$ cat src/cct_pkg.sv
// Shared constants, mode codes and carrier types of the multi-mode timer.
package cct_pkg;

  // Clock source select code for the system clock, also the reset value.
  localparam logic [2:0]  CCT_CLK_SYS      = 3'h0;

  // Mode field codes in timer and compare operation.
  localparam logic [3:0]  CCT_MODE_TIMER   = 4'h0;
  localparam logic [3:0]  CCT_OC_HIGH      = 4'h1;
  localparam logic [3:0]  CCT_OC_LOW       = 4'h2;
  localparam logic [3:0]  CCT_OC_TOGGLE    = 4'h3;
  localparam logic [3:0]  CCT_OC_DUAL      = 4'h4;
  localparam logic [3:0]  CCT_OC_DUAL_BUF  = 4'h5;
  localparam logic [3:0]  CCT_OC_CENTER    = 4'hF;

  // Mode field codes in capture operation.
  localparam logic [3:0]  CCT_IC_ANY       = 4'h0;
  localparam logic [3:0]  CCT_IC_RISE      = 4'h1;
  localparam logic [3:0]  CCT_IC_FALL      = 4'h2;
  localparam logic [3:0]  CCT_IC_BOTH      = 4'h3;
  localparam logic [3:0]  CCT_IC_RISE4     = 4'h4;
  localparam logic [3:0]  CCT_IC_RISE16    = 4'h5;

  // Prescaler terminal counts for every fourth and sixteenth edge.
  localparam logic [3:0]  CCT_PRE_LAST4    = 4'h3;
  localparam logic [3:0]  CCT_PRE_LAST16   = 4'hF;
  localparam logic [3:0]  CCT_PRE_RST      = 4'h0;

  // Counter limits and values after reset.
  localparam logic [15:0] CCT_CNT16_MAX    = 16'hFFFF;
  localparam logic [15:0] CCT_CNT16_RST    = 16'h0000;
  localparam logic [31:0] CCT_CNT32_RST    = 32'h0000_0000;

  // Major operating mode of the block.
  typedef enum logic [1:0] {
    CCT_IDLE    = 2'b00,
    CCT_TIMER   = 2'b01,
    CCT_COMPARE = 2'b10,
    CCT_CAPTURE = 2'b11
  } cct_major_e;

  // Configuration bits that software drives into the block.
  typedef struct packed {
    logic       enable;               // Block on.
    logic       capture_select;       // Capture operation.
    logic       wide_timer_select;    // 32-bit operation.
    logic [3:0] mode_field;           // Sub-mode code.
    logic [2:0] clock_source_select;  // Time base clock source.
    logic       trigger_enable;       // Trigger instead of sync.
    logic [4:0] sync_source_select;   // Sync or trigger input.
    logic       gate_enable;          // Timer mode gating.
  } cct_cfg_s;

endpackage : cct_pkg

$ cat src/cct_edge_sync.sv
// Two-stage input synchroniser with edge pulses for a group of pins.
`timescale 1ns/1ps
module cct_edge_sync
  import cct_pkg::*;
#(
  parameter int W = 1
)
(
  input  wire logic         clk_i,    // System clock.
  input  wire logic         rst_i,    // Synchronous reset, active high.
  input  wire logic [W-1:0] d_i,      // Asynchronous pins.
  output logic      [W-1:0] level_o,  // Synchronised level.
  output logic      [W-1:0] rise_o,   // One-cycle rising pulse.
  output logic      [W-1:0] fall_o    // One-cycle falling pulse.
);

  logic [W-1:0] meta_reg;
  logic [W-1:0] sync_reg;
  logic [W-1:0] last_reg;

  // The first stage is read only by the second, so metastability
  // never reaches the edge detector.
  always_ff @(posedge clk_i)
  begin
    if (rst_i)
    begin
      meta_reg <= '0;
      sync_reg <= '0;
      last_reg <= '0;
    end
    else
    begin
      meta_reg <= d_i;
      sync_reg <= meta_reg;
      last_reg <= sync_reg;
    end
  end

  // Edges compare the settled stage with its own delayed copy.
  assign level_o = sync_reg;
  assign rise_o  = sync_reg & ~last_reg;
  assign fall_o  = ~sync_reg & last_reg;

endmodule : cct_edge_sync

$ cat src/cct_timer.sv
// Multi-mode timer, output compare and input capture block.
`timescale 1ns/1ps
module cct_timer
  import cct_pkg::*;
(
  input  wire logic        clk_i,             // System clock, 100 MHz.
  input  wire logic        rst_i,             // Synchronous reset.
  input  wire cct_cfg_s    cfg_i,             // Configuration bits.
  input  wire logic [15:0] period_low_i,      // Primary period.
  input  wire logic [15:0] period_high_i,     // Secondary period.
  input  wire logic [31:0] compare_a_i,       // Primary compare value.
  input  wire logic [31:0] compare_b_i,       // Secondary compare value.
  input  wire logic        trigger_clear_i,   // Trigger clear pulse.
  input  wire logic [7:0]  clk_src_i,         // Clock pins, bit 0 unused.
  input  wire logic [31:0] sync_in_i,         // Sync or trigger inputs.
  input  wire logic        gate_i,            // Timer mode gate pin.
  input  wire logic        capture_pin_i,     // Capture input pin.
  output logic      [15:0] count_low_o,       // Low count, delayed.
  output logic      [15:0] count_high_o,      // High count, delayed.
  output logic             sync_out_o,        // Primary rollover pulse.
  output logic             compare_event_flag_o, // Event pulse.
  output logic             compare_out_o,     // Compare output pin.
  output logic             trigger_status_o,  // Trigger status level.
  output logic      [31:0] capture_buffer_o,  // Last captured value.
  output logic             capture_valid_o,   // Capture write pulse.
  output cct_major_e       major_mode_o       // Active major mode.
);

  cct_cfg_s    cfg_q;
  cct_major_e  mode_reg;
  cct_major_e  mode_next;
  logic [15:0] cnt_lo_reg;
  logic [15:0] cnt_hi_reg;
  logic [31:0] a_buf_reg;
  logic [31:0] b_buf_reg;
  logic [3:0]  pre_reg;
  logic [7:0]  clk_rise;
  logic [31:0] sync_rise;
  logic [1:0]  pin_level;
  logic [1:0]  pin_rise;
  logic [1:0]  pin_fall;
  logic        recfg;
  logic        wide;
  logic        timebase;
  logic        tick;
  logic        gate_ok;
  logic        sync_evt;
  logic        sync_clr;
  logic        clr_now;
  logic        hold;
  logic        run;
  logic        lo_wrap;
  logic        hi_wrap;
  logic        lo_full;
  logic [31:0] cnt32;
  logic [31:0] cmp_cnt;
  logic [31:0] a_eff;
  logic [31:0] b_eff;
  logic        match_a;
  logic        match_b;
  logic        cap_edge;
  logic        cap_evt;

  // Pin groups pass two flip-flops before any logic reads them.
  cct_edge_sync #(.W(8)) u_clk_sync (
    .clk_i   (clk_i),
    .rst_i   (rst_i),
    .d_i     (clk_src_i),
    .level_o (),
    .rise_o  (clk_rise),
    .fall_o  ()
  );

  cct_edge_sync #(.W(32)) u_sync_sync (
    .clk_i   (clk_i),
    .rst_i   (rst_i),
    .d_i     (sync_in_i),
    .level_o (),
    .rise_o  (sync_rise),
    .fall_o  ()
  );

  cct_edge_sync #(.W(2)) u_pin_sync (
    .clk_i   (clk_i),
    .rst_i   (rst_i),
    .d_i     ({capture_pin_i, gate_i}),
    .level_o (pin_level),
    .rise_o  (pin_rise),
    .fall_o  (pin_fall)
  );

  // Decode the single major mode; illegal combinations stay idle.
  always_comb
  begin
    mode_next = CCT_IDLE;
    if (!cfg_i.enable)
      mode_next = CCT_IDLE;
    else if (cfg_i.capture_select)
      mode_next = (cfg_i.mode_field <= CCT_IC_RISE16) ? CCT_CAPTURE
                                                       : CCT_IDLE;
    else if (cfg_i.mode_field == CCT_MODE_TIMER)
      mode_next = CCT_TIMER;
    else if (cfg_i.mode_field <= CCT_OC_TOGGLE)
      mode_next = CCT_COMPARE;
    else if ((cfg_i.mode_field == CCT_OC_DUAL ||
              cfg_i.mode_field == CCT_OC_DUAL_BUF ||
              cfg_i.mode_field == CCT_OC_CENTER) &&
             !cfg_i.wide_timer_select)
      mode_next = CCT_COMPARE;
    else
      mode_next = CCT_IDLE;
  end

  // Any change of mode bits is a reconfiguration and restarts state.
  assign recfg = {cfg_i.enable, cfg_i.capture_select,
                  cfg_i.wide_timer_select, cfg_i.mode_field} !=
                 {cfg_q.enable, cfg_q.capture_select,
                  cfg_q.wide_timer_select, cfg_q.mode_field};

  // Registered view of the configuration and the major mode.
  always_ff @(posedge clk_i)
  begin
    if (rst_i)
    begin
      cfg_q    <= '0;
      mode_reg <= CCT_IDLE;
    end
    else
    begin
      cfg_q    <= cfg_i;
      mode_reg <= mode_next;
    end
  end

  // Time base enable: the system clock ticks every cycle, other
  // sources tick on their synchronised rising edge.
  assign wide     = cfg_q.wide_timer_select;
  assign timebase = (mode_reg == CCT_TIMER) || (mode_reg == CCT_COMPARE);
  assign gate_ok  = !cfg_q.gate_enable || pin_level[0];
  assign tick     = (mode_reg != CCT_IDLE) &&
                    ((cfg_q.clock_source_select == CCT_CLK_SYS) ? 1'b1 :
                     clk_rise[cfg_q.clock_source_select]) &&
                    ((mode_reg != CCT_TIMER) || gate_ok);

  // Sync clears, trigger holds; set wins over clear on the status.
  assign sync_evt = sync_rise[cfg_q.sync_source_select];
  assign sync_clr = timebase && sync_evt && !cfg_q.trigger_enable;
  assign clr_now  = cfg_q.trigger_enable && trigger_clear_i && !sync_evt;
  assign hold     = timebase && cfg_q.trigger_enable &&
                    (!trigger_status_o || clr_now);
  assign run      = tick && !hold && !sync_clr;
  assign cnt32    = {cnt_hi_reg, cnt_lo_reg};
  assign lo_full  = cnt_lo_reg == CCT_CNT16_MAX;
  assign lo_wrap  = run && (wide ? (cnt32 == {period_high_i, period_low_i})
                                 : (cnt_lo_reg == period_low_i));
  assign hi_wrap  = tick && !wide && (mode_reg == CCT_TIMER) &&
                    (cnt_hi_reg == period_high_i);

  // Trigger status follows the selected input and the clear request.
  always_ff @(posedge clk_i)
  begin
    if (rst_i || !cfg_q.trigger_enable || !timebase)
      trigger_status_o <= 1'b0;
    else if (sync_evt)
      trigger_status_o <= 1'b1;
    else if (trigger_clear_i)
      trigger_status_o <= 1'b0;
  end

  // Low counter: primary time base, or capture timer in capture mode.
  always_ff @(posedge clk_i)
  begin
    if (rst_i || recfg)
      cnt_lo_reg <= CCT_CNT16_RST;
    else if (mode_reg == CCT_CAPTURE)
    begin
      if (tick)
        cnt_lo_reg <= cnt_lo_reg + 16'h1;
    end
    else if (hold || sync_clr)
      cnt_lo_reg <= CCT_CNT16_RST;
    else if (lo_wrap)
      cnt_lo_reg <= CCT_CNT16_RST;
    else if (run)
      cnt_lo_reg <= cnt_lo_reg + 16'h1;
  end

  // High counter: carry half in wide mode, secondary timer in dual.
  // The secondary ignores sync and trigger so its period stays steady.
  always_ff @(posedge clk_i)
  begin
    if (rst_i || recfg)
      cnt_hi_reg <= CCT_CNT16_RST;
    else if (wide)
    begin
      if (mode_reg == CCT_CAPTURE)
      begin
        if (tick && lo_full)
          cnt_hi_reg <= cnt_hi_reg + 16'h1;
      end
      else if (hold || sync_clr || lo_wrap)
        cnt_hi_reg <= CCT_CNT16_RST;
      else if (run && lo_full)
        cnt_hi_reg <= cnt_hi_reg + 16'h1;
    end
    else if (hi_wrap)
      cnt_hi_reg <= CCT_CNT16_RST;
    else if (tick && mode_reg == CCT_TIMER)
      cnt_hi_reg <= cnt_hi_reg + 16'h1;
  end

  // Compare values load every cycle, or only at rollover when buffered
  // so that a PWM duty change never splits a period.
  always_ff @(posedge clk_i)
  begin
    if (rst_i)
    begin
      a_buf_reg <= CCT_CNT32_RST;
      b_buf_reg <= CCT_CNT32_RST;
    end
    else if (cfg_q.mode_field != CCT_OC_DUAL_BUF ||
             mode_reg != CCT_COMPARE || lo_wrap)
    begin
      a_buf_reg <= compare_a_i;
      b_buf_reg <= compare_b_i;
    end
  end

  // Matches use the full 32 bits only in wide operation.
  assign cmp_cnt = wide ? cnt32 : {16'h0000, cnt_lo_reg};
  assign a_eff   = wide ? a_buf_reg : {16'h0000, a_buf_reg[15:0]};
  assign b_eff   = wide ? b_buf_reg : {16'h0000, b_buf_reg[15:0]};
  assign match_a = (mode_reg == CCT_COMPARE) && run &&
                   (cmp_cnt == a_eff);
  assign match_b = (mode_reg == CCT_COMPARE) && run &&
                   (cmp_cnt == b_eff) &&
                   (cfg_q.mode_field >= CCT_OC_DUAL);

  // Output compare pin; a dual edge with both matches together ends low.
  always_ff @(posedge clk_i)
  begin
    if (rst_i || recfg || mode_reg != CCT_COMPARE)
      compare_out_o <= 1'b0;
    else
    begin
      case (cfg_q.mode_field)
        CCT_OC_HIGH:
          if (match_a)
            compare_out_o <= 1'b1;
        CCT_OC_LOW:
          if (match_a)
            compare_out_o <= 1'b0;
        CCT_OC_TOGGLE:
          if (match_a)
            compare_out_o <= ~compare_out_o;
        CCT_OC_DUAL, CCT_OC_DUAL_BUF:
          if (match_b)
            compare_out_o <= 1'b0;
          else if (match_a)
            compare_out_o <= 1'b1;
        CCT_OC_CENTER:
          compare_out_o <= (cnt_lo_reg >= a_buf_reg[15:0]) &&
                           (cnt_lo_reg < b_buf_reg[15:0]);
        default:
          compare_out_o <= compare_out_o;
      endcase
    end
  end

  // Capture edge selection.
  always_comb
  begin
    case (cfg_q.mode_field)
      CCT_IC_ANY, CCT_IC_BOTH:
        cap_edge = pin_rise[1] | pin_fall[1];
      CCT_IC_RISE, CCT_IC_RISE4, CCT_IC_RISE16:
        cap_edge = pin_rise[1];
      CCT_IC_FALL:
        cap_edge = pin_fall[1];
      default:
        cap_edge = 1'b0;
    endcase
  end

  // Edge prescaler for the divided capture modes.
  always_ff @(posedge clk_i)
  begin
    if (rst_i || recfg)
      pre_reg <= CCT_PRE_RST;
    else if (mode_reg == CCT_CAPTURE && pin_rise[1])
      pre_reg <= pre_reg + 4'h1;
  end

  assign cap_evt = (mode_reg == CCT_CAPTURE) && cap_edge &&
                   ((cfg_q.mode_field == CCT_IC_RISE4) ?
                      (pre_reg[1:0] == CCT_PRE_LAST4[1:0]) :
                    (cfg_q.mode_field == CCT_IC_RISE16) ?
                      (pre_reg == CCT_PRE_LAST16) : 1'b1);

  // Capture store, events and delayed count view.
  always_ff @(posedge clk_i)
  begin
    if (rst_i)
    begin
      capture_buffer_o     <= CCT_CNT32_RST;
      capture_valid_o      <= 1'b0;
      compare_event_flag_o <= 1'b0;
      sync_out_o           <= 1'b0;
      count_low_o          <= CCT_CNT16_RST;
      count_high_o         <= CCT_CNT16_RST;
      major_mode_o         <= CCT_IDLE;
    end
    else
    begin
      if (cap_evt)
        capture_buffer_o <= cmp_cnt;
      capture_valid_o      <= cap_evt;
      compare_event_flag_o <= ((mode_reg == CCT_TIMER) &&
                               (wide ? lo_wrap : hi_wrap)) ||
                              match_a || match_b || cap_evt;
      sync_out_o           <= timebase && lo_wrap;
      count_low_o          <= cnt_lo_reg;
      count_high_o         <= cnt_hi_reg;
      major_mode_o         <= mode_reg;
    end
  end
endmodule : cct_timer

$ cat config.mk
export PLATFORM = sky130hd
export DESIGN_NAME = cct_timer
export DESIGN_NICKNAME = d
export VERILOG_FILES = /design/src/cct_pkg.sv /design/src/cct_edge_sync.sv /design/src/cct_timer.sv
export SDC_FILE = /design/constraint.sdc
export NUM_CORES = 1
export LEC_CHECK = 0
export BUFFER_PORTS_ARGS = -buffer_cell sky130_fd_sc_hd__buf_2
export CAP_MARGIN = 20
export CORE_MARGIN = 1.5
export CORE_UTILIZATION = 40
export CTS_BUF_LIST = sky130_fd_sc_hd__clkbuf_4 sky130_fd_sc_hd__clkbuf_8 sky130_fd_sc_hd__clkbuf_16
export DETAILED_ROUTE_END_ITERATION = 16
export GPL_TIMING_DRIVEN = 0
export PLACE_DENSITY = 0.59
export SETUP_SLACK_MARGIN = 0.1
export SLEW_MARGIN = 20
export SYNTH_ARGS = -nofsm -noshare
export SYNTH_HDL_FRONTEND = slang
export SYNTH_SLANG_ARGS = --single-unit
$ cat constraint.sdc
create_clock -name clk_i -period 4.7 [get_ports clk_i]
set_clock_uncertainty 0.05 [all_clocks]
set_input_delay 0.235 -clock clk_i [delete_from_list [all_inputs] [get_ports clk_i]]
set_output_delay 0.235 -clock clk_i [all_outputs]
set_load 0.05 [all_outputs]
Word level (Yosys, flattened, before mapping) --
Index checks and enable logic that the tools add are counted.
Storage, ports and cells: bits in registers 316, logic and storage cells 188, bits of input ports 158
Operators by class: reduce and logical (&&, ||, !) cells 69, $add $sub $neg 3, bitwise gates (word level) 11, muxes and demuxes 37, equality and inequality tests 29, magnitude comparators 7
Operators by type and width (count):
- $mux 16 | 12
- $eq 32x32->1 | 3
- $mux 32 | 3
- $add 16x1->16 const B | 2
- $and 32x32->32 | 1
- $eq 16x16->1 | 2
- $not 32->32 | 1
- $logic_and 1x1->1 | 28
- $logic_or 1x1->1 | 17
- $eq 16x16->1 const B | 1
- $eq 4x3->1 const B | 4
- $ge 16x16->1 | 1
- $lt 16x16->1 | 1
- $mux 1 | 13
- $eq 4x4->1 const B | 3
- $mux 2 | 5
- $logic_not 1->1 | 9
- $and 8x8->8 | 1
- $eq 4x2->1 const B | 2
- $logic_not 4->1 | 2
- $ne 2x2->1 const B | 4
- $not 8->8 | 1
- $ne 7x7->1 | 1
- $eq 2x2->1 const B | 3
- other kinds (29) | 36

Depth between registers and ports, before layout --
Gate-level depths: netlist (run 1).
word-level depth 17, gate-level depth with buffers 13, gate-level depth less buffers 11

By module --
A second synthesis (run 1) with hierarchy kept.
Unflattened totals: cells, all modules 1366, area total of the unflattened synthesis 13142.6 um^2
Modules (own cells, without submodules):
- cct_timer | sequential area each 3803.6 um^2, cells an instance 1018, area each 9166.3 um^2, times used 1
- cct_edge_sync at u_sync_sync | sequential area each 1921.8 um^2, cells an instance 266, area each 3000.4 um^2, times used 1
- cct_edge_sync at u_clk_sync | sequential area each 480.5 um^2, cells an instance 66, area each 793.3 um^2, times used 1
- cct_edge_sync at u_pin_sync | sequential area each 120.1 um^2, cells an instance 16, area each 182.7 um^2, times used 1

Least setup slack after synthesis (run 1) --
No wires, ideal clock.
kind reg-to-reg, start point register cfg_q[4] (netlist bit), end point register a_buf_reg[23], path buffers 3, cell stages (with the launch flop) 13, period minus slack after synthesis 2.630 ns, data required time 4.522 ns, data arrival time 2.453 ns, setup slack 2.070 ns, setup time 0.128 ns, cell sequence dfxtp_1 -> buf_2 -> or3b_1 -> nor3_1 -> a211oi_1 -> and4_4 -> o41ai_4 -> nor2_2 -> o21a_1 -> buf_6 -> buf_6 -> mux2i_1 -> nor2_1
Between the ends: word-level cells in the longest chain between the ends 11, elaborated cells between the ends (all ways) 14, those cells by class mux (2); reduce/logical (12)
RTL lines:
- start, declared | RTL line cct_timer.sv:29 | cct_cfg_s cfg_q;
- start signal, assigned | RTL line cct_timer.sv:130 | cfg_q <= cfg_i;
- $bmux 1 s5 (*) | RTL line cct_timer.sv:146 | assign sync_evt = sync_rise[cfg_q.sync_source_select];
- $mux 1 (implied by the code) (*) | RTL line cct_timer.sv:146
- $logic_not 1->1 | RTL line cct_timer.sv:148 | assign clr_now = cfg_q.trigger_enable && trigger_clear_i && !sync_evt;
- $logic_and 1x1->1 | RTL line cct_timer.sv:148
- $logic_or 1x1->1 | RTL line cct_timer.sv:150 | (!trigger_status_o || clr_now);
- $logic_and 1x1->1 | RTL line cct_timer.sv:149 | assign hold = timebase && cfg_q.trigger_enable &&
- $logic_not 1->1 | RTL line cct_timer.sv:151 | assign run = tick && !hold && !sync_clr;
- $logic_and 1x1->1 | RTL line cct_timer.sv:151
- $logic_and 1x1->1 (*) | RTL line cct_timer.sv:151
- $logic_and 1x1->1 (*) | RTL line cct_timer.sv:154 | assign lo_wrap = run && (wide ? (cnt32 == {period_high_i, period_low_i})
- $logic_or 1x1->1 (*) | RTL line cct_timer.sv:222 | mode_reg != CCT_COMPARE || lo_wrap)
- end signal, assigned | RTL line cct_timer.sv:224 | a_buf_reg <= compare_a_i;
- end, declared | RTL line cct_timer.sv:34 | logic [31:0] a_buf_reg;
Mark *: on every way between the ends. The rest lies on a longest branch, timed or not. The select of a mux whose other input is x is not followed. A chain may end at the register's enable or synchronous reset.

Worst setup path in the final report (run 1) --
start point register cnt_hi_reg[9], end point register cnt_lo_reg[6]
Between the ends: word-level cells in the longest chain between the ends 6, elaborated cells between the ends (all ways) 8, those cells by class eq/ne (1); mux (4); reduce/logical (3)
RTL lines:
- start, declared | RTL line cct_timer.sv:33 | logic [15:0] cnt_hi_reg;
- start signal, assigned | RTL line cct_timer.sv:199 | cnt_hi_reg <= cnt_hi_reg + 16'h1;
- start signal, assigned | RTL line cct_timer.sv:204 | cnt_hi_reg <= cnt_hi_reg + 16'h1;
- start signal, assigned | RTL line cct_timer.sv:209 | cnt_hi_reg <= cnt_hi_reg + 16'h1;
- $eq 32x32->1 (*) | RTL line cct_timer.sv:154
- $mux 1 (*) | RTL line cct_timer.sv:154
- $logic_and 1x1->1 (*) | RTL line cct_timer.sv:154
- $mux 16 | RTL line cct_timer.sv:182 | else if (lo_wrap)
- $mux 16 | RTL line cct_timer.sv:180 | else if (hold || sync_clr)
- $mux 16 | RTL line cct_timer.sv:175 | else if (mode_reg == CCT_CAPTURE)
- end signal, assigned | RTL line cct_timer.sv:178 | cnt_lo_reg <= cnt_lo_reg + 16'h1;
- end signal, assigned | RTL line cct_timer.sv:185 | cnt_lo_reg <= cnt_lo_reg + 16'h1;
- end, declared | RTL line cct_timer.sv:32 | logic [15:0] cnt_lo_reg;
Mark *: on every way between the ends. The rest lies on a longest branch, timed or not.

==> flow_summary.toml, run 1 <==
[routing]
drc = 0
vias = 10000
wl_met1_mm = 16.2
wl_mm = 34.1
avgViaCountPerCell = 4.82
route.met2.wl_mm = 15.1
ant_nets = 0
first_pass_iters = 5
drt_iter0_markers = 475
highest_layer = "met4"
route.met3.wl_mm = 1.76
avgRoutedWirePerCell_um = 16.4

[global_routing]
grt_pass1_vias = 9888
grt_max_degree = 14
grt_use_total = 0.208
grt-ovfl-total = 0
grt_antenna_before_repair = 1
grt_pass1_wl_mm = 53.5

[min_path]
min_to = "trigger_status_o"
holdPathStages = 4
hold_path.class = "primary input to flip-flop"
min-delay-start = "trigger_clear_i"

[floorplan]
ios = 229
chipHeight_um = 180
initial_core_util = 0.409
core_area_um2 = 30800
rows = 64
dieArea_um2 = 32600
fp.dieW_um = 180

[setup_path]
cp-start-kind = "flip-flop"
critPathRequiredTime_ps = 5030
critPathCaptureType = "flip-flop"
rrSetupSlack_ps = 1080
ff2ff_path_depth = 10
cp_data_arrival_time_ps = 3950
reg2reg_from = "cnt_hi_reg[9]"
crit_fanout = 10
path_class = "flip-flop to flip-flop"
r2r_end = "cnt_lo_reg[6]"

[synthesis]
synth_warnings = 0
synth-seq-cells = 312
synth_ff_type = "dfxtp_1"
synth.distinct_cells = 69
syn_nets = 1472
synth.avg_cell_area_um2 = 9.90
syn-cell-area_um2 = 12600
yosysSeqAreaShare = 0.496
synth-edff-count = 0
synthArstFlopShare = 0
synthesis.instances = 1273

[power]
p_leak_nw = 6.92
p_sw_w = 0.00130
ir_worst_vdd_uv = 191
comb_power_share = 0.073
p_per_area_nw_per_um2 = 354
p_int_w = 0.00457
p_seq_frac = 0.471
switching_share = 0.221
clkPwrFrac = 0.455

[finish]
syn2layout_area_growth_pct = 31.6
nNetsFinal = 1858
fin_area_um2 = 16600
drive_above_1_share = 0.196

[timing]
tightest_slew_ps = 899
grt_setup_unrepaired = "no"
timing.fmax_mhz = 276
hold_viol_final = 0
timing.setup.tns_ps = 0
min_period_over_period = 0.771
finalMaxSlewViolations = 0
slew-limit-headroom = 0.395
setup_violations = 0
period_minus_slack_ps = 3620

[clock_tree]
clk_pin_slew_ps = 60
cts_buffer_depth = 3
numCtsBuffers = 35
clock-root-buffer = "clkbuf_16"
worstSkewPairLatency_ps = 520
cts_tree = "done"
cts_sinks = 312
post_cts_buffers = 0
cts_max_level = 2

[job]
maxCapViolCount = 0

[outcome]
outcome = "finished clean"

[placement]
gp_congestion = 0.824
dpl-instance-area_um2 = 14200
dp_hpwl_mm = 24.3
portBuffers = 227
[power groups by stage]
stage	logic, W	clock network [W]	registers [W]
after floorplan	0.000212	0	0.00281
after global placement	0.000343	0	0.00282
after detailed placement	0.000347	0	0.00282
after CTS	0.000429	0.00273	0.00276
after global routing	0.000477	0.00286	0.00277
final	0.000431	0.00267	0.00276
[kinds of logic (layout without fill, tap and decap cells)]
kind of cell    count (synthesis)  after routing  share of synthesized area
other cells                     0              1                          0
compound gates                125            125                     0.0723
buf+inv                       137            545                     0.0486
simple gates                  475            475                      0.206
flops                         312            312                      0.496
mux                            82             82                     0.0661
xor+xnor                      101            101                     0.0702
fa+ha+maj                      41             41                     0.0407
[Yosys cell counts, drive strengths merged (6+ instances only)]
cell type,instances,area [µm²]
nor2b,171,1070
inv,62,233
a21oi,28,140
mux2i,81,811
and3,11,68.8
o22ai,6,37.5
nand3,22,110
xnor2,47,412
nor3b,13,108
nor2,140,528
nor4,16,115
dfxtp,312,6250
a22o,16,140
nand4,32,200
o21ai,21,105
nor3,13,70.1
nand2,25,93.8
buf,31,214
ha,41,513
nand2b,9,56.3
xor2,54,473
clkbuf,44,165
[cell usage in the layout, fill, tap and decap left out, types with 41 or more instances in the layout]
master,instances
dfxtp_1,312
buf_2,248
nor2b_1,171
nor2_1,139
dlygate4sd3_1,122
mux2i_1,81
inv_1,62
xor2_1,54
xnor2_1,47
clkbuf_1,44
ha_1,41
[stage by stage]
stage | std cells | utilization | hold WS (ps) | setup WS [ps] | total power [W]
finish | 2078 | 0.538 | 116 | 1080 | 0.00586
global route | 2078 | 0.538 | 129 | 756 | 0.00610
CTS | 2077 | 0.538 | 99.4 | 1030 | 0.00593
detailed placement | 1896 | 0.462 | 370 | 1030 | 0.00317
global placement | 1896 | 0.462 | 370 | 1050 | 0.00316
floorplan | 1273 | - | 313 | 2070 | 0.00302
[cell type report]
type | count | area, µm²
fill | 2792 | 14200
sequential | 312 | 6250
multi-input combinational | 824 | 5740
timing repair buffer | 349 | 2360
clock buffer | 53 | 1060
tap | 396 | 495
buffer | 75 | 379
inverter | 62 | 233
clock inverter | 6 | 66.3
antenna | 1 | 2.50
[worst max-delay path, cell delays in order (launching register included)]
cell	delay (ps)
dfxtp_1	300
clkbuf_1	430
xnor2_1	180
nand4_1	100
nor4_1	750
o2111ai_1	340
o31ai_1	220
nor3_1	110
o21bai_1	490
clkbuf_1	430
nor2_1	100
[worst max path at each step]
stage / from / endpoint / slack [ps] / depth (start not counted)
after floorplan: cfg_q[4] / a_buf_reg[23] / 2070 / 12
after global placement: cnt_hi_reg[7] / cnt_lo_reg[6] / 1050 / 10
after detailed placement: cnt_hi_reg[7] / cnt_lo_reg[7] / 1030 / 10
after CTS: cnt_hi_reg[7] / cnt_lo_reg[6] / 1030 / 10
after global routing: cnt_hi_reg[7] / cnt_lo_reg[11] / 760 / 10
final: cnt_hi_reg[9] / cnt_lo_reg[6] / 1080 / 10
[per-layer routing]
metal	vias to the layer above	track usage
li1	5045	-
met1	4609	0.282
met2	286	0.333
met3	77	0.0358
met4	0	0.0750
met5	-	0
[what timing repair did]
item / 4_1_cts / 5_1_grt
resized for setup: 0 / 0
hold endpoints to repair: 123 / 0
hold buffers: 122 / 0
Note: power is estimated with default switching activity, not from simulation.
==> run 2, diff against run 1 <==
--- a/config.mk
+++ b/config.mk
@@ -5,6 +5,7 @@
 export SDC_FILE = /design/constraint.sdc
 export NUM_CORES = 1
 export LEC_CHECK = 0
+export ABC_AREA = 1
 export BUFFER_PORTS_ARGS = -buffer_cell sky130_fd_sc_hd__buf_2
 export CAP_MARGIN = 20
 export CORE_MARGIN = 1.5
@@ -12,7 +13,7 @@
 export CTS_BUF_LIST = sky130_fd_sc_hd__clkbuf_4 sky130_fd_sc_hd__clkbuf_8 sky130_fd_sc_hd__clkbuf_16
 export DETAILED_ROUTE_END_ITERATION = 16
 export GPL_TIMING_DRIVEN = 0
-export PLACE_DENSITY = 0.59
+export PLACE_DENSITY = 0.61
 export SETUP_SLACK_MARGIN = 0.1
 export SLEW_MARGIN = 20
 export SYNTH_ARGS = -nofsm -noshare
==> constraint.sdc (replaced) <==
create_clock -name clk_i -period 3.05 [get_ports clk_i]
set_clock_uncertainty 0.05 [all_clocks]
set_input_delay 0.1525 -clock clk_i [delete_from_list [all_inputs] [get_ports clk_i]]
set_output_delay 0.1525 -clock clk_i [all_outputs]
set_load 0.05 [all_outputs]
==> run 2 against run 1 <==
Die area rose by 0.69%. Setup slack got worse by 620 ps. Clock power rose by 56%. Via count rose by 16%. Synthesized cell count rose by 29%. Register-to-register slack got worse by 620 ps. Maximum frequency rose by 40%. Power rose by 55%. Cell area rose by 0.85%. Highest routed layer unchanged.
==> flow_summary.toml, run 2 <==
[synthesis]
syn-cell-area_um2 = 12700
synthesis.instances = 1639
syn_nets = 1838
synth-seq-cells = 312
synth_most_common_cell = "nor2_1"
synth.distinct_cells = 44
ys_top_cells_by_area = "dfxtp_1 (49%), nor2_1 (9.5%), inv_1 (7.5%)"
yosys-top-cells-count = "nor2_1 (321), dfxtp_1 (312), inv_1 (254), nand2_1 (169), o21ai_0 (119)"
synth_warnings = 0
netlist.area_leader.share = 0.492
synth_ff_type = "dfxtp_1"
yosysSeqAreaShare = 0.492
synth-edff-count = 0
netlist.top_cell.by_area = "dfxtp_1"
synthArstFlopShare = 0
synth.avg_cell_area_um2 = 7.74

[clock_tree]
post_cts_resize_count = 0
cts_sinks = 312
numCtsBuffers = 35
clock-root-buffer = "clkbuf_16"
cts_buffer_depth = 3
post_cts_buffers = 0
worstSkewPairLatency_ps = 530
cts_tree = "done"
clk_pin_slew_ps = 60
cts_max_level = 2

[placement]
portBuffers = 226
dpl-instance-area_um2 = 14300
gp_congestion = 0.897
dp_hpwl_mm = 26.2

[global_routing]
grt_pass1_vias = 11100
grt_antenna_before_repair = 3
grt_use_total = 0.216
grt-ovfl-total = 0
grt_max_degree = 15
grt_pass1_wl_mm = 56.5

[finish]
syn2layout_area_growth_pct = 31.8
drive_above_1_share = 0.163
n_fill_cell = 3028
fin_area_um2 = 16700
final_util = 0.533
nNetsFinal = 2224
layout_commonest_cell = "nor2_1"
final_cell_mix = "nor2_1 (321), dfxtp_1 (312), inv_1 (254)"

[setup_path]
path_class = "flip-flop to flip-flop"
cp_cell_sequence = "ha_1 > nand2_1 > nor3_1 > inv_1 > nor2_1 > nand3_1 > nand3_1 > o21ai_1 > inv_1 > nand2_4 > inv_2 > buf_4 > nand3_1 > nand2_1 > nor2_1"
critPathCaptureType = "flip-flop"
cpMostUsedCell = "nand3_1"
critPathTopFamily = "simple AND/OR/NAND/NOR gates"
slowest_stage = "dfxtp_1"
cp_data_arrival_time_ps = 2950
crit_fanout = 10
slowest_delay_ps = 430
critPathRequiredTime_ps = 3410
cp-start-kind = "flip-flop"
crit_buf_inv = 4

[timing]
finalMaxSlewViolations = 0
setup_violations = 0
tightest_slew_ps = 676
timing.setup.tns_ps = 0
hold_viol_final = 0
slew-limit-headroom = 0.549
timing.fmax_mhz = 386
period_minus_slack_ps = 2590
min_period_over_period = 0.850
grt_setup_unrepaired = "no"

[power]
ir_worst_vdd_uv = 438
p_leak_nw = 7.60
p_per_area_nw_per_um2 = 545

[routing]
ant_nets = 0
avgRoutedWirePerCell_um = 14.7
avgViaCountPerCell = 4.73
first_pass_iters = 4
drc = 0
vias = 11600
drt_iter0_markers = 590
wl_mm = 36.1

[floorplan]
rows = 65
chipHeight_um = 181
ios = 229
fp.dieW_um = 181
dieArea_um2 = 32800
core_area_um2 = 31400
initial_core_util = 0.404

[outcome]
outcome = "finished clean"

[job]
maxCapViolCount = 0

[min_path]
hold_path.class = "primary input to flip-flop"
## run 2: cell count changes after synthesis, sizes merged, moves of 20 or more
cell / change
a21oi: +55
inv: +197
mux2i: -81
nand2: +150
nand3: +79
nor2: +182
nor2b: -171
o21ai: +101
xnor2: -20
## run 2: final cells by class
cell class / instances / area, µm² / area share
sequential: 312 / 6250 / 0.374
tap: 402 / 503 / 0.0301
clock buffer: 53 / 1070 / 0.0638
clock inverter: 8 / 95.1 / 0.00569
buffer: 73 / 370 / 0.0221
timing repair buffer: 349 / 2360 / 0.141
antenna: 3 / 7.51 / 0.000449
multi-input combinational: 992 / 5080 / 0.304
inverter: 262 / 986 / 0.0590
## run 2: report_power, final
part           switching, W  internal, W  total [W]
clock network       0.00171      0.00245    0.00416
logic              0.000363     0.000331   0.000694
registers         0.0000492      0.00420    0.00425
## run 2: path summary, 6_finish.rpt
path                        endpoint                      from  cells past startpoint  slack, ps
max                    cnt_hi_reg[5]             cnt_lo_reg[1]                     15        460
min                 count_high_o[14]                     rst_i                      2         30
max reg2reg            cnt_hi_reg[5]             cnt_lo_reg[1]                     15        460
min reg2reg  u_sync_sync.level_o[25]  u_sync_sync.meta_reg[25]                      2        340
## run 2: cells by family after synthesis
logic type / Yosys count / synth area share
and+or+nand+nor: 664 / 0.224
buffers and inverters: 335 / 0.107
DFF: 312 / 0.492
AOI/OAI and AO/OA: 223 / 0.0924
xor gates and xnor gates: 64 / 0.0442
adders and majority gates: 41 / 0.0404
## run 2: what timing repair did
action,CTS,global route
setup endpoints to repair,0,0
hold endpoints to repair,125,0
hold buffers,123,0
## run 2: through the flow
stage / hold slack, ps / setup WS, ps / std cells / power (W)
5_1_grt: 40.4 / 110 / 2454 / 0.00947
2_1_floorplan: 209 / 991 / 1639 / 0.00467
4_1_cts: 32.5 / 414 / 2451 / 0.00921
3_5_place_dp: 307 / 434 / 2267 / 0.00491
6_report: 29.0 / 456 / 2454 / 0.00911
3_3_place_gp: 305 / 467 / 2267 / 0.00490
## run 2: routing by layer
metal / up-vias / global-route usage / wire length [µm]
met5: - / 0 / 0
met4: 0 / 0.0733 / 926
met3: 60 / 0.0488 / 2370
met2: 343 / 0.363 / 16600
met1: 5293 / 0.273 / 16200
li1: 5905 / - / -
==> run 3, diff against run 2 <==
--- a/config.mk
+++ b/config.mk
@@ -14,6 +14,7 @@
 export DETAILED_ROUTE_END_ITERATION = 16
 export GPL_TIMING_DRIVEN = 0
 export PLACE_DENSITY = 0.61
+export REMOVE_ABC_BUFFERS = 1
 export SETUP_SLACK_MARGIN = 0.1
 export SLEW_MARGIN = 20
 export SYNTH_ARGS = -nofsm -noshare
==> run 3 against run 2 <==
Cell count fell by 2.7%. Register-to-register slack got worse by 110 ps. Setup slack got worse by 110 ps. Combinational power fell by 4.3%.
==> flow_summary.toml, run 3 (synthesis results as in run 2) <==
[outcome]
outcome = "finished clean"

[power]
p_per_area_nw_per_um2 = 562
ir_worst_vdd_uv = 327
p_leak_nw = 7.51

[routing]
vias = 11200
wl_mm = 33.5
avgViaCountPerCell = 4.70
first_pass_iters = 5
drt_iter0_markers = 603
ant_nets = 0
drc = 0
avgRoutedWirePerCell_um = 14.0

[finish]
final_cell_mix = "nor2_1 (321), dfxtp_1 (309), inv_1 (254)"
final_util = 0.529
drive_above_1_share = 0.163
syn2layout_area_growth_pct = 30.8
multi_input_area_um2 = 5110
seq_area_um2 = 6250
fin_area_um2 = 16600
layout_commonest_cell = "nor2_1"
nNetsFinal = 2160
n_fill_cell = 2934

[setup_path]
ff2ff_path_depth = 14
r2r_end = "cnt_hi_reg[4]"
path_class = "flip-flop to flip-flop"
cpMostUsedCell = "nand3_1"
cp_data_arrival_time_ps = 3050
critPathRequiredTime_ps = 3390
slowest_stage = "dfxtp_1"
cp-startpoint = "cnt_lo_reg[1]"
cp_cell_sequence = "ha_1 > nand2_1 > nor3_2 > inv_1 > nor2_1 > nand3_1 > nand3_1 > o21ai_1 > inv_1 > nand2_4 > inv_2 > nand3_1 > nand2_1 > nor2_1"
crit_buf_inv = 3
crit_fanout = 22
slowest_delay_ps = 440
reg2reg_from = "cnt_lo_reg[1]"
rrSetupSlack_ps = 340
critPathTopFamily = "simple AND/OR/NAND/NOR gates"
critPathCaptureType = "flip-flop"
cp-start-kind = "flip-flop"

[clock_tree]
worstSkewPairLatency_ps = 510
cts_max_level = 2
clock-root-buffer = "clkbuf_16"
cts_sinks = 312
clk_pin_slew_ps = 60
numCtsBuffers = 36
cts_tree = "done"
cts_buffer_depth = 3

[timing]
setup_violations = 0
tightest_slew_ps = 856
setup_slack_ps = 343
timing.setup.tns_ps = 0
timing.fmax_mhz = 369
hold_viol_final = 0
whs_ps = 340
grt_setup_unrepaired = "yes"
min_period_over_period = 0.888
slew-limit-headroom = 0.428
period_minus_slack_ps = 2710
finalMaxSlewViolations = 0

[global_routing]
grt_use_total = 0.198
grt_max_degree = 115
grt_pass1_wl_mm = 52.8
grt-ovfl-total = 0
grt_pass1_vias = 10800
grt_antenna_before_repair = 3

[placement]
dpl-instance-area_um2 = 14000
gp_congestion = 0.819
dp_slack_ps = -374
portBuffers = 227
dp_hpwl_mm = 21.5

[floorplan]
fp.dieW_um = 181
ios = 229
chipHeight_um = 181
core_area_um2 = 31400
dieArea_um2 = 32800
rows = 65
initial_core_util = 0.404

[min_path]
holdPathStages = 4
min-delay-start = "clk_src_i[5]"
hold_path.class = "primary input to flip-flop"
min_to = "u_clk_sync.meta_reg[5]"

[job]
maxCapViolCount = 0
run 3: cell count changes in the layout (fill, tap and decap cells not counted), sizes merged:
cell	before	now
clkbuf	100	51
inv	260	261
clkinvlp	1	3
buf	252	231
clkinv	9	4
dlygate4sd3	123	124
bufinv	0	4
nand2	175	176
run 3: routing by layer:
metal	GRT usage	wire (µm)	vias up
li1	-	-	5752
met1	0.254	15100	5121
met2	0.338	15700	277
met3	0.0314	1760	63
met4	0.0703	873	0
met5	0	0	-
run 3: worst register-to-register path: stages, from the launching register on:
cell and delay (ps):
dfxtp_1 440, ha_1 260, nand2_1 90, nor3_2 310, inv_1 70, nor2_1 300
nand3_1 150, nand3_1 110, o21ai_1 70, inv_1 90, nand2_4 110, inv_2 290
nand3_1 130, nand2_1 90, nor2_1 40
run 3: what timing repair did:
| action | CTS | global route |
|---|---|---|
| pin swaps | 0 | 2 |
| hold buffers | 124 | 0 |
| hold endpoints to repair | 127 | 0 |
| cloned | 0 | 2 |
| setup buffers | 0 | 1 |
| setup endpoints to repair | 87 | 86 |
| gates resized for setup | 3 | 9 |
run 3: how the worst max path moves through the flow:
stage	to	slack (ps)	cells past startpoint
final	cnt_hi_reg[4]	340	14
after global routing	cnt_hi_reg[10]	90	14
after CTS	b_buf_reg[16]	110	15
after detailed placement	capture_buffer_o[5]	-370	9
after global placement	cnt_lo_reg[15]	-4790	9
after floorplan	a_buf_reg[10]	320	14
run 3: power by group:
part           total [W]  internal, W  switching [W]
combinational   0.000664     0.000323       0.000341
clock            0.00441      0.00277        0.00164
sequential       0.00426      0.00420      0.0000548
total            0.00933      0.00730        0.00204
run 3: cell type report:
type                       count  area share
sequential                   312       0.377
multi-input combinational    993       0.308
timing repair buffer         356       0.150
clock buffer                  50      0.0643
inverter                     262      0.0604
tap                          402      0.0303
clock inverter                10     0.00950
antenna                        3    0.000452
run 3: per-stage QoR:
step	total power, W	std cells
6_report	0.00933	2388
5_1_grt	0.00972	2388
4_1_cts	0.00945	2382
3_5_place_dp	0.00488	2198
3_3_place_gp	0.00487	2195
2_1_floorplan	0.00463	1566
